==> config.mk <==
export PLATFORM = sky130hd
export DESIGN_NAME = csp_top
export DESIGN_NICKNAME = d
export VERILOG_FILES = /design/src/csp_pkg.sv /design/src/csp_top.sv
export SDC_FILE = /design/constraint.sdc
export NUM_CORES = 1
export LEC_CHECK = 0
export BUFFER_PORTS_ARGS = -buffer_cell sky130_fd_sc_hd__buf_2
export CAP_MARGIN = 20
export CORE_MARGIN = 1
export CORE_UTILIZATION = 49
export CTS_BUF_LIST = sky130_fd_sc_hd__clkbuf_16
export CTS_CLUSTER_SIZE = 10
export DETAILED_ROUTE_END_ITERATION = 7
export PLACE_DENSITY_LB_ADDON = 0.08
export SYNTH_ARGS = -nofsm -noshare
export SYNTH_HDL_FRONTEND = slang
export SYNTH_SLANG_ARGS = --single-unit
==> constraint.sdc <==
create_clock -name clk -period 1.45 [get_ports clk]
set_clock_uncertainty 0.1 [all_clocks]
set_input_delay 0.29 -clock clk [delete_from_list [all_inputs] [get_ports clk]]
set_output_delay 0.29 -clock clk [all_outputs]
set_load 0.05 [all_outputs]
==> src/csp_pkg.sv <==
// package of constants for the channel status and power-down block
`default_nettype none
package csp_pkg;
    // ------------------------------------------------------------
    // register offsets
    // ------------------------------------------------------------
    localparam logic [3:0] ADDR_CTRL = 4'h0;
    localparam logic [3:0] ADDR_STATUS = 4'h1;
    localparam logic [3:0] ADDR_LOSSRC = 4'h2;
    // ------------------------------------------------------------
    // control register fields
    // ------------------------------------------------------------
    localparam int CTRL_LOS_EN = 0;
    localparam int CTRL_REG_PD = 1;
    localparam int CTRL_REFSEL = 2;
    localparam int CTRL_TX_ALIGN = 3;
    localparam int CTRL_GPS_MODE = 4;
    localparam int CTRL_DP_RESET = 5;
    localparam logic [7:0] CTRL_RESET = 8'h01;
    // ------------------------------------------------------------
    // loss flag source select
    // ------------------------------------------------------------
    localparam logic [1:0] SRC_LOS = 2'h0;
    localparam logic [1:0] SRC_PARTNER = 2'h1;
    localparam logic [1:0] SRC_POWERED = 2'h2;
    localparam logic [1:0] SRC_TXALIGN = 2'h3;
    localparam logic [1:0] LOSSRC_RESET = 2'h0;
    localparam logic [3:0] LS_OUT_ZERO = 4'h0;
    // power-down synchroniser starts at the pin's idle (running) level
    localparam logic [1:0] SYNC_HIGH = 2'h3;
    typedef enum logic [1:0] {ST_RESET, ST_DOWN, ST_RUN} csp_state_t;
endpackage
`default_nettype wire

==> src/csp_top.sv <==
// channel status, power-down and reference select logic
`default_nettype none
module csp_top (
    // clock and reset
    input wire logic clk,
    input wire logic nrst,
    // register port
    input wire logic [3:0] addr,
    input wire logic [7:0] wdata,
    input wire logic wr,
    input wire logic rd,
    output logic [7:0] rdata,
    // pins from outside
    input wire logic high_speed_serial_in,
    input wire logic partner_rx_align_in,
    input wire logic channel_powerdown_n,
    // pins to outside
    output logic signal_loss_flag,
    output logic signal_loss_flag_oe,
    output logic tx_align_status_out,
    output logic [3:0] low_speed_serial_out,
    output logic ls_out_enable,
    output logic ref_clock_sel_one,
    output logic channel_powered_down,
    output logic data_path_reset
);
    // ------------------------------------------------------------
    // state
    // ------------------------------------------------------------
    typedef struct packed {
        csp_pkg::csp_state_t state;
        logic [1:0] pd_sync;
        logic [1:0] pa_sync;
        logic [1:0] hs_sync;
        logic [7:0] ctrl;
        logic [1:0] lossrc;
        logic [7:0] rdata;
        logic flag;
        logic flag_oe;
        logic txal;
        logic [3:0] ls;
        logic ls_en;
        logic refsel;
        logic pd;
        logic dpr;
        logic pd_seen;
    } csp_regs_t;

    csp_regs_t q_reg;
    csp_regs_t q_next;
    logic down;
    logic loss;
    logic src_bit;

    always_comb begin
        q_next = q_reg;
        // ------------------------------------------------------------
        // synchronisers
        // ------------------------------------------------------------
        // sync flops: the first stage feeds only the second
        q_next.pd_sync = {q_reg.pd_sync[0],
            channel_powerdown_n};
        q_next.pa_sync = {q_reg.pa_sync[0],
            partner_rx_align_in};
        q_next.hs_sync = {q_reg.hs_sync[0], high_speed_serial_in};
        down = !q_reg.pd_sync[1] || q_reg.ctrl[csp_pkg::CTRL_REG_PD];
        loss = !q_reg.hs_sync[1]; // activity level stands in for the detector
        // ------------------------------------------------------------
        // register port
        // ------------------------------------------------------------
        q_next.dpr = 1'b0;
        if (wr) begin
            case (addr)
                csp_pkg::ADDR_CTRL: begin
                    q_next.ctrl = wdata;
                    q_next.ctrl[csp_pkg::CTRL_DP_RESET] = 1'b0;
                    // data path reset is a one-cycle pulse
                    q_next.dpr = wdata[csp_pkg::CTRL_DP_RESET];
                    if (wdata[csp_pkg::CTRL_DP_RESET]) begin
                        q_next.pd_seen = 1'b0;
                    end
                end
                csp_pkg::ADDR_LOSSRC: q_next.lossrc = wdata[1:0];
                default: ;
            endcase
        end
        q_next.rdata = 8'h00;
        if (rd) begin
            case (addr)
                csp_pkg::ADDR_CTRL: q_next.rdata = q_reg.ctrl;
                csp_pkg::ADDR_STATUS: q_next.rdata = {3'h0, q_reg.pd_seen,
                    q_reg.pd, q_reg.pa_sync[1], q_reg.txal, loss};
                csp_pkg::ADDR_LOSSRC: q_next.rdata = {6'h00, q_reg.lossrc};
                default: q_next.rdata = 8'h00;
            endcase
        end
        // ------------------------------------------------------------
        // channel state
        // ------------------------------------------------------------
        case (q_reg.state)
            csp_pkg::ST_RESET: q_next.state = csp_pkg::ST_RUN;
            csp_pkg::ST_RUN: if (down) begin
                q_next.state = csp_pkg::ST_DOWN;
            end
            csp_pkg::ST_DOWN: if (!down) begin
                q_next.state = csp_pkg::ST_RUN;
                // software should follow with a data path reset
                q_next.pd_seen = 1'b1;
            end
            default: q_next.state = csp_pkg::ST_RESET;
        endcase
        q_next.pd = down;
        // ------------------------------------------------------------
        // outputs
        // ------------------------------------------------------------
        // gp-mode status only; outside that mode the pin reads zero
        q_next.txal = q_reg.ctrl[csp_pkg::CTRL_GPS_MODE]
            && q_reg.ctrl[csp_pkg::CTRL_TX_ALIGN];
        case (q_reg.lossrc)
            csp_pkg::SRC_LOS: src_bit = q_reg.ctrl[csp_pkg::CTRL_LOS_EN]
                && loss;
            csp_pkg::SRC_PARTNER: src_bit = q_reg.ctrl[csp_pkg::CTRL_GPS_MODE]
                && q_reg.pa_sync[1];
            csp_pkg::SRC_POWERED: src_bit = q_reg.pd;
            csp_pkg::SRC_TXALIGN: src_bit = q_reg.txal;
            default: src_bit = 1'b0;
        endcase
        q_next.flag = src_bit;
        q_next.flag_oe = !down;
        q_next.ls_en = !down;
        q_next.ls = q_reg.hs_sync[1] ? 4'hf : csp_pkg::LS_OUT_ZERO;
        q_next.refsel = q_reg.ctrl[csp_pkg::CTRL_REFSEL];
    end

    always_ff @(posedge clk or negedge nrst) begin
        if (!nrst) begin
            q_reg <= '0;
            q_reg.state <= csp_pkg::ST_RESET;
            // avoids a false power-down pulse right after reset
            q_reg.pd_sync <= csp_pkg::SYNC_HIGH;
            q_reg.ctrl <= csp_pkg::CTRL_RESET;
            q_reg.lossrc <= csp_pkg::LOSSRC_RESET;
            q_reg.flag <= 1'b0;
            q_reg.flag_oe <= 1'b1;
            q_reg.ls <= csp_pkg::LS_OUT_ZERO;
            q_reg.ls_en <= 1'b1;
        end else begin
            q_reg <= q_next;
        end
    end

    assign rdata = q_reg.rdata;
    assign signal_loss_flag = q_reg.flag;
    assign signal_loss_flag_oe = q_reg.flag_oe;
    assign tx_align_status_out = q_reg.txal;
    assign low_speed_serial_out = q_reg.ls;
    assign ls_out_enable = q_reg.ls_en;
    assign ref_clock_sel_one = q_reg.refsel;
    assign channel_powered_down = q_reg.pd;
    assign data_path_reset = q_reg.dpr;

    // ------------------------------------------------------------
    // checks
    // ------------------------------------------------------------
    los_flag_a: assert property (
        @(posedge clk) disable iff (!nrst)
        (q_reg.lossrc == csp_pkg::SRC_LOS && $stable(q_reg.lossrc)
         && !q_reg.ctrl[csp_pkg::CTRL_LOS_EN]) |=> !signal_loss_flag)
        else $error("loss flag set while detection disabled");
    flag_float_a: assert property (
        @(posedge clk) disable iff (!nrst)
        !q_reg.pd_sync[1] |=> !signal_loss_flag_oe)
        else $error("loss flag driven in power down");
    oe_run_a: assert property (
        @(posedge clk) disable iff (!nrst)
        (q_reg.pd_sync[1] && !q_reg.ctrl[csp_pkg::CTRL_REG_PD])
        |=> signal_loss_flag_oe)
        else $error("loss flag not driven while running");
    pd_sync_a: assert property (
        @(posedge clk) disable iff (!nrst)
        $fell(q_reg.pd_sync[1]) |=> channel_powered_down)
        else $error("power down not applied");
    reg_pd_a: assert property (
        @(posedge clk) disable iff (!nrst)
        q_reg.ctrl[csp_pkg::CTRL_REG_PD] |=> channel_powered_down)
        else $error("register power down not applied");
    pa_route_a: assert property (
        @(posedge clk) disable iff (!nrst)
        (q_reg.lossrc == csp_pkg::SRC_PARTNER && $stable(q_reg.lossrc)
         && q_reg.ctrl[csp_pkg::CTRL_GPS_MODE])
        |=> signal_loss_flag == $past(q_reg.pa_sync[1]))
        else $error("partner alignment not shown");
    txal_gate_a: assert property (
        @(posedge clk) disable iff (!nrst)
        !q_reg.ctrl[csp_pkg::CTRL_GPS_MODE] |=> !tx_align_status_out)
        else $error("align status outside gp mode");
    refsel_a: assert property (
        @(posedge clk) disable iff (!nrst)
        ##1 ref_clock_sel_one == $past(q_reg.ctrl[csp_pkg::CTRL_REFSEL]))
        else $error("reference select wrong");
    // back-to-back writes may legally give a longer pulse
    dpr_pulse_a: assert property (
        @(posedge clk) disable iff (!nrst)
        data_path_reset |-> $past(wr)
        && $past(wdata[csp_pkg::CTRL_DP_RESET])
        && $past(addr) == csp_pkg::ADDR_CTRL)
        else $error("data path reset without request");
    ls_float_a: assert property (
        @(posedge clk) disable iff (!nrst)
        channel_powered_down |-> !ls_out_enable || $past(!q_reg.pd))
        else $error("low speed outputs driven in power down");
    src_sel_a: assert property (
        @(posedge clk) disable iff (!nrst)
        (q_reg.lossrc == csp_pkg::SRC_POWERED && $stable(q_reg.lossrc))
        |=> signal_loss_flag == $past(q_reg.pd))
        else $error("selected source not shown");
endmodule // csp_top
`default_nettype wire

# Yosys cells after proc, flatten, opt, wreduce, memory -nomap -nowiden
# Cells that the tools add are included.
# op_classes
eq_ne	9
mux	12
reduce_logical	13
# op_table
cell	n
$pmux 8 s3	1
$mux 2	4
$mux 8	1
$eq 2x2->1 const B	3
$pmux 2 s3	1
$reduce_and 2->1	3
$eq 2x1->1 const B	2
$eq 4x1->1 const B	1
$eq 4x2->1 const B	1
$logic_not 2->1	2
$logic_not 4->1	1
$mux 4	1
$ne 2x2->1 const B	2
$pmux 1 s4	1
$logic_and 1x1->1	3
$logic_not 1->1	3
$mux 1	3
$logic_or 1x1->1	1
# totals
in_bits	19
output_inout_bits	19
register_bits	36
wordCells	49

# Depth between registers and ports, before layout
# Gate-level depths: netlist of the first run.
# depth
word_depth	5
depth_mapped	4
depth_no_buf	4

# Worst setup path after synthesis of the first run
# No wires, ideal clock.
# synth_timing
path_kind	register -> output
startpoint	reg ls_out_enable (netlist name)
endpoint	out signal_loss_flag_oe
path_slack_ns	0.143
t_arrival_ns	0.917
required_time_ns	1.060
stages_incl_launch_ff	2
path_buffers	1
cell_sequence	dfstp_2 > buf_4
# synth_rtl
element	line	text
to (decl)	csp_top.sv:19	output logic signal_loss_flag_oe,

==> results of run 1 <==
cells by family after synthesis:
| family | share of synthesized area [%] |
|---|---|
| xor+xnor | 0.684 |
| fa+ha+maj | 0.781 |
| other cells | 0.293 |
| mux | 12.6 |
| buf+inv | 9.47 |
| flops | 62.9 |
| simple gates | 10.8 |
| compound gates | 2.44 |
routing by layer:
metal / global-route usage, % / vias up
met5: 0 / -
met3: 9.48 / 2
li1: - / 361
met2: 25.9 / 28
met1: 20.7 / 338
met4: 7.89 / 0
final cells by class:
| class | instances | area share (%) |
|---|---|---|
| Sequential cell | 32 | 51.8 |
| Inverter | 3 | 0.724 |
| Clock buffer | 5 | 8.05 |
| Clock inverter | 2 | 0.563 |
| Timing Repair Buffer | 40 | 13.7 |
| Multi-Input combinational cell | 44 | 22.8 |
| Tap cell | 30 | 2.41 |
timing repair:
item	CTS	global route
hold buffers	1	0
setup endpoints to repair	0	2
endpoints found under the hold margin	28	0
synth_stat cells, drive strengths merged:
| library cell | instances | share of area (%) |
|---|---|---|
| dfrtp | 28 | 55 |
| buf | 15 | 8.6 |
| mux2 | 9 | 7.9 |
| mux2i | 6 | 4.7 |
| nor2 | 6 | 2.3 |
| dfstp | 4 | 8.2 |
| nor3b | 4 | 2.7 |
| and3 | 3 | 1.6 |
| inv | 3 | 0.88 |
| nand3b | 3 | 1.8 |
| and2 | 2 | 0.98 |
| nand2b | 2 | 0.98 |
| o21ai | 2 | 0.78 |
| a21oi | 1 | 0.39 |
| a311oi | 1 | 0.68 |
| conb | 1 | 0.29 |
| maj3 | 1 | 0.78 |
| nand2 | 1 | 0.49 |
| o21a | 1 | 0.59 |
| xnor2 | 1 | 0.68 |
metrics by stage:
step,std cells,utilization (%),hold WS (ps),setup slack [ps]
global route,156,62.8,5.84,-2.78
floorplan,94,-,-106,143
CTS,156,62.8,11.5,16.3
finish,156,62.8,20.2,27.1
global placement,148,57.0,220,74.6
detailed placement,148,57.0,223,56.9
how the worst max path moves through the flow:
stage                                to  slack [ps]  cells after the start
finish              signal_loss_flag_oe          30                      1
detailed placement            q_reg[28]          60                      4
floorplan           signal_loss_flag_oe         140                      1
CTS                 signal_loss_flag_oe          20                      1
global placement              q_reg[26]          70                      4
global route              ls_out_enable          -3                      1
report_power, final:
part           switching, uW  leakage (uW)  internal [uW]
combinational            283      0.000338            182
sequential              99.1      0.000392           1050
clock                    320     0.0000709            613
total                    702      0.000801           1840
==> results.tsv, run 1 <==
stage	metric	value	unit
clock_network	cts_setup_buffers	0	
clock_network	clock_insertion_delay_worst_skew	260	ps
logic_synthesis	syn-mean-instance-area	13.6	sq um
pwr	max-vdd-ir-drop	1.34	mV
routing	drc_violation_total_after_the_first_tritonroute_iteration	8	
sta	fmax	703	MHz
routing	drt-total-wl	2010	microns
final_layout	sequential_cell_area	806	sq um
worst_setup_path	number_of_buffers_and_inverters_on_the_critical_path	1	
routing	remaining_drc_errors	0	
placed_design	placement.io_buffers	36	
clock_network	cts_tree	built	
floorplan	io-pin-count	38	
global_route	grt_antenna_before_repair	0	
pwr	static_leakage	0.000801	uW
global_route	grt_overflow	0	
logic_synthesis	synth.cell_area	0.00128	sq mm
clock_network	clkSlewWorstSetupHoldPaths	50	ps
min_path	worstHoldEndpoint	q_next[35]	
worst_setup_path	crit_path_max_incr_delay	520	ps
logic_synthesis	yosys_register_bits	32	
logic_synthesis	synth.distinct_cells	24	
final_layout	antenna_cells_inserted	0	
global_route	global_route_usage_over_all_layers	17.5	%
logic_synthesis	synth.yosys.warnings	0	
worst_setup_path	setup.worst_path.end_class	primary output	
logic_synthesis	yosysSeqAreaShare	62.9	%
floorplan	start_util	51.7	%
sta	layout_min_cycle_time	1420	ps
sta	slew_violations	0	
sta	final.setup.tns	0	ps
sta	setup_viol	0	
routing	antenna_left	0	
final_layout	layout-drive-gt1-share	49.2	%
routing	route.detailed.wl_per_inst	12.9	microns
worst_setup_path	rr_worst_depth	3	
final_layout	final_area	0.00156	sq mm
worst_setup_path	critPathRequiredTime	1060	ps
placed_design	detailedPlacementHpwl	1440	microns
worst_setup_path	arrival	1030	ps
global_route	pin_count_of_the_biggest_net_entering_global_routing	33	
final_layout	footprint_of_the_multi_input_gates	354	sq um
pwr	cellPowerDensity	1640	mW/mm^2
final_layout	area_delta_synth_final	21.4	%
run_status	status	completed	
sta	fin_crit_sh	98.1	%
clock_network	cts.repair.resized	0	
sta	rsz0062_at_grt	yes	
clock_network	clk_root_buffer_cell	clkbuf_16	
worst_setup_path	rr_startpoint	q_reg[35]	
worst_setup_path	worstSetupStartpointType	register	
worst_setup_path	crit_path_top_delay_cell	dfstp_2	
routing	wirelength_met1	914	microns
clock_network	clock-sinks	32	
worst_setup_path	crit_path_cell_trace	buf_2	
clock_network	numCtsBuffers	5	
floorplan	coreArea	0.00248	sq mm
floorplan	fp.dieArea	0.00282	sq mm
routing	count_of_vias_placed_by_the_detailed_router	729	
routing	detail_route.vias_per_cell	4.67	
global_route	first_pass_grt_wire_length	3200	microns
worst_setup_path	critical_path.startpoint	ls_out_enable	
placed_design	place_area	0.00141	sq mm
worst_setup_path	worst-setup-path-type	reg2out	
routing	first_pass_iters	4	
routing	dr_wl_met2	954	microns
placed_design	globalplace.congestion	0.706	
worst_setup_path	crit_family	flip-flops	
worst_setup_path	worstReg2RegEnd	q_reg[37]	
min_path	cell_count_of_the_worst_hold_path	1	
worst_setup_path	ff2ff_setup_slack	260	ps
logic_synthesis	synthesis.nets	113	
final_layout	most-common-layout-cells	buf_2, dfrtp_1, mux2_2, mux2i_1	
min_path	worst_hold_startpoint	channel_powerdown_n	
clock_network	number_of_buffers_on_the_longest_clock_path	2	
routing	met3_wirelength	134	microns
floorplan	dieWidth	53.1	microns
pwr	report.power.total	2550	uW
final_layout	finish.net_count	145	
final_layout	largest_register_ff_count	14	
sta	final_hold_viol_count	0	
job	timing.max_cap.violations	0	
final_layout	layout.cells.most_common	buf_2	
logic_synthesis	syn_inst	94	
min_path	min_path_type	in2reg	
final_layout	num-fill-cells	219	
routing	route.top_layer_used	met4	
global_route	grt_pass1_vias	683	
floorplan	row_count	18	
floorplan	chipHeight	53.1	microns
clock_network	cts_htree_levels	2	
worst_setup_path	timing.critical_path.fanout_max	2	
Power figures use the tool's default switching activity.
==> inputs of run 2 (changes only) <==
--- a/config.mk
+++ b/config.mk
@@ -10,7 +10,7 @@
 export CORE_MARGIN = 1
 export CORE_UTILIZATION = 49
 export CTS_BUF_LIST = sky130_fd_sc_hd__clkbuf_16
-export CTS_CLUSTER_SIZE = 10
+export CTS_CLUSTER_SIZE = 8
 export DETAILED_ROUTE_END_ITERATION = 7
 export PLACE_DENSITY_LB_ADDON = 0.08
 export SYNTH_ARGS = -nofsm -noshare
==> constraint.sdc (replaced) <==
create_clock -name clk -period 1.45 [get_ports clk]
set_clock_uncertainty 0.1 [all_clocks]
set_input_delay 0.145 -clock clk [delete_from_list [all_inputs] [get_ports clk]]
set_output_delay 0.145 -clock clk [all_outputs]
set_load 0.05 [all_outputs]
==> results.tsv, run 2 (synthesis results as in run 1) <==
stage	metric	value	unit	change
final_layout	largest_register_ff_count	14		unchanged
routing	drc_violation_total_after_the_first_tritonroute_iteration	4		-4
floorplan	start_util	51.7	%	unchanged
global_route	grt_antenna_before_repair	0		unchanged
job	timing.max_cap.violations	0		unchanged
min_path	worstHoldEndpoint	q_next[3]		
pwr	cellPowerDensity	1720	mW/mm^2	+5.3%
worst_setup_path	crit_family	flip-flops		
worst_setup_path	rr_worst_depth	3		unchanged
run_status	status	completed		
clock_network	cts.repair.resized	0		unchanged
pwr	pwr-share-seq	41.6	%	-3.5 points
floorplan	fp.dieArea	0.00282	sq mm	unchanged
sta	timing_worst_slew_pin_value	666	ps	
worst_setup_path	number_of_buffers_and_inverters_on_the_critical_path	1		unchanged
sta	fmax	779	MHz	+11%
pwr	swShare	26.6	%	-1.0 points
clock_network	clock_insertion_delay_worst_skew	270	ps	about the same
clock_network	clk_root_buffer_cell	clkbuf_16		
final_layout	layout.cells.most_common	buf_2		
routing	detail_route.vias_per_cell	4.75		+1.6%
final_layout	finish.net_count	146		+0.69%
sta	relSlewSlack	55.6	%	
worst_setup_path	crit_path_top_delay_cell	dfstp_2		
routing	count_of_vias_placed_by_the_detailed_router	750		+2.9%
pwr	combPwrFrac	17.1	%	-1.2 points
min_path	min_path_type	in2reg		
pwr	power_frac_clock	41.3	%	+4.6 points
floorplan	coreArea	0.00248	sq mm	unchanged
global_route	grt_pass1_vias	715		+4.7%
sta	slew_violations	0		unchanged
global_route	grt_overflow	0		unchanged
final_layout	layout-drive-gt1-share	46.1	%	-3.1 points
sta	final.setup.tns	0	ps	unchanged
final_layout	final_area	0.00160	sq mm	+3.0%
sta	setup_viol	0		unchanged
worst_setup_path	worstReg2RegEnd	q_reg[37]		
pwr	static_leakage	0.000810	uW	+1.2%
final_layout	num-fill-cells	211		-3.7%
pwr	max-vdd-ir-drop	1.51	mV	+13%
clock_network	clock-sinks	32		unchanged
sta	final_hold_viol_count	0		unchanged
min_path	cell_count_of_the_worst_hold_path	2		+1
min_path	worst_hold_startpoint	wdata[2]		
worst_setup_path	crit_path_max_incr_delay	520	ps	about the same
floorplan	chipHeight	53.1	microns	unchanged
global_route	global_route_usage_over_all_layers	17.9	%	+0.37 points
final_layout	antenna_cells_inserted	0		unchanged
worst_setup_path	crit_path_cell_trace	buf_2		
pwr	total_switching_power	734	uW	+4.5%
clock_network	cts_tree	built		
worst_setup_path	worstSetupStartpointType	register		
clock_network	numCtsBuffers	5		unchanged
worst_setup_path	worst-setup-path-type	reg2out		
final_layout	area_delta_synth_final	25.0	%	
sta	layout_min_cycle_time	1280	ps	-138 ps
routing	route.detailed.wl_per_inst	13.0	microns	+0.70%
worst_setup_path	timing.critical_path.fanout_max	2		unchanged
worst_setup_path	critPathRequiredTime	1210	ps	+150 ps
worst_setup_path	ff2ff_setup_slack	280	ps	+20 ps
routing	remaining_drc_errors	0		unchanged
routing	drt-total-wl	2050	microns	+2.0%
pwr	power.internal	2030	uW	+10%
sta	fin_crit_sh	88.6	%	-9.5 points
clock_network	clkSlewWorstSetupHoldPaths	50	ps	about the same
floorplan	io-pin-count	38		unchanged
placed_design	placement.io_buffers	36		unchanged
placed_design	detailedPlacementHpwl	1420	microns	-0.88%
clock_network	number_of_buffers_on_the_longest_clock_path	2		unchanged
sta	rsz0062_at_grt	no		
worst_setup_path	rr_startpoint	q_reg[35]		
routing	first_pass_iters	4		unchanged
floorplan	dieWidth	53.1	microns	unchanged
global_route	pin_count_of_the_biggest_net_entering_global_routing	33		unchanged
floorplan	row_count	18		unchanged
placed_design	globalplace.congestion	0.679		-3.9%
worst_setup_path	setup.worst_path.end_class	primary output		
global_route	first_pass_grt_wire_length	3280	microns	+2.4%
clock_network	cts_htree_levels	2		unchanged
routing	antenna_left	0		unchanged
placed_design	place_area	0.00139	sq mm	-1.6%
final_layout	most-common-layout-cells	buf_2, dfrtp_1, mux2_2, mux2i_1		
worst_setup_path	arrival	1040	ps	about the same
[run 2: cell types whose count changed in the layout (fill, tap and decap cells not counted)]
cell / before / now
dlygate4sd3_1: 1 / 5
bufinv_16: 0 / 1
clkinv_2: 1 / 0
clkinv_1: 0 / 2
buf_4: 3 / 0
inv_1: 4 / 3
[run 2: how the worst max path moves through the flow]
stage                          endpoint          start  cells past startpoint
floorplan           signal_loss_flag_oe  ls_out_enable                      1
global placement              q_reg[25]        addr[3]                      4
detailed placement            q_reg[25]        addr[3]                      4
CTS                 signal_loss_flag_oe  ls_out_enable                      1
global route              ls_out_enable  ls_out_enable                      1
finish              signal_loss_flag_oe  ls_out_enable                      1
[run 2: repair_timing]
item                                   4_1_cts  5_1_grt
hold buffers                                 5        0
endpoints found under the hold margin       32        0
buffers inserted                             0        0
[run 2: layout make-up]
class	count	area [sq um]	share of cell area (%)
sequential	32	806	50.3
tap	30	37.5	2.34
multi-input combinational	44	354	22.1
clock buffer	5	125	7.81
inverter	3	11.3	0.703
clock inverter	3	37.5	2.34
timing repair buffer	41	230	14.4
[run 2: metrics by stage]
stage / hold WS (ps) / util (%) / total power (uW) / worst slack [ps] / std cells
floorplan: -251 / - / 1510 / 288 / 94
global placement: 115 / 56.1 / 1610 / 219 / 145
detailed placement: 123 / 56.1 / 1630 / 179 / 145
CTS: 1.39 / 64.6 / 2800 / 156 / 158
global route: 0.770 / 64.6 / 2890 / 137 / 158
finish: 6.66 / 64.6 / 2760 / 165 / 158
[run 2: power by group through the flow]
stage / logic [uW] / clock network [uW] / registers, uW
after detailed placement: 467 / 0 / 1160
after global routing: 516 / 1210 / 1170
final: 471 / 1140 / 1150
after floorplan: 272 / 0 / 1240
after global placement: 455 / 0 / 1150
after CTS: 480 / 1170 / 1150
[run 2: routing by layer]
metal / up-vias / GRT usage [%] / share of wire, % / routed length, microns
met3: 4 / 8.91 / 7.9 / 162
met1: 353 / 21.1 / 42 / 871
met4: 0 / 7.89 / 0.88 / 18
met5: - / 0 / 0 / 0
li1: 364 / - / - / -
met2: 29 / 27.2 / 49 / 1000
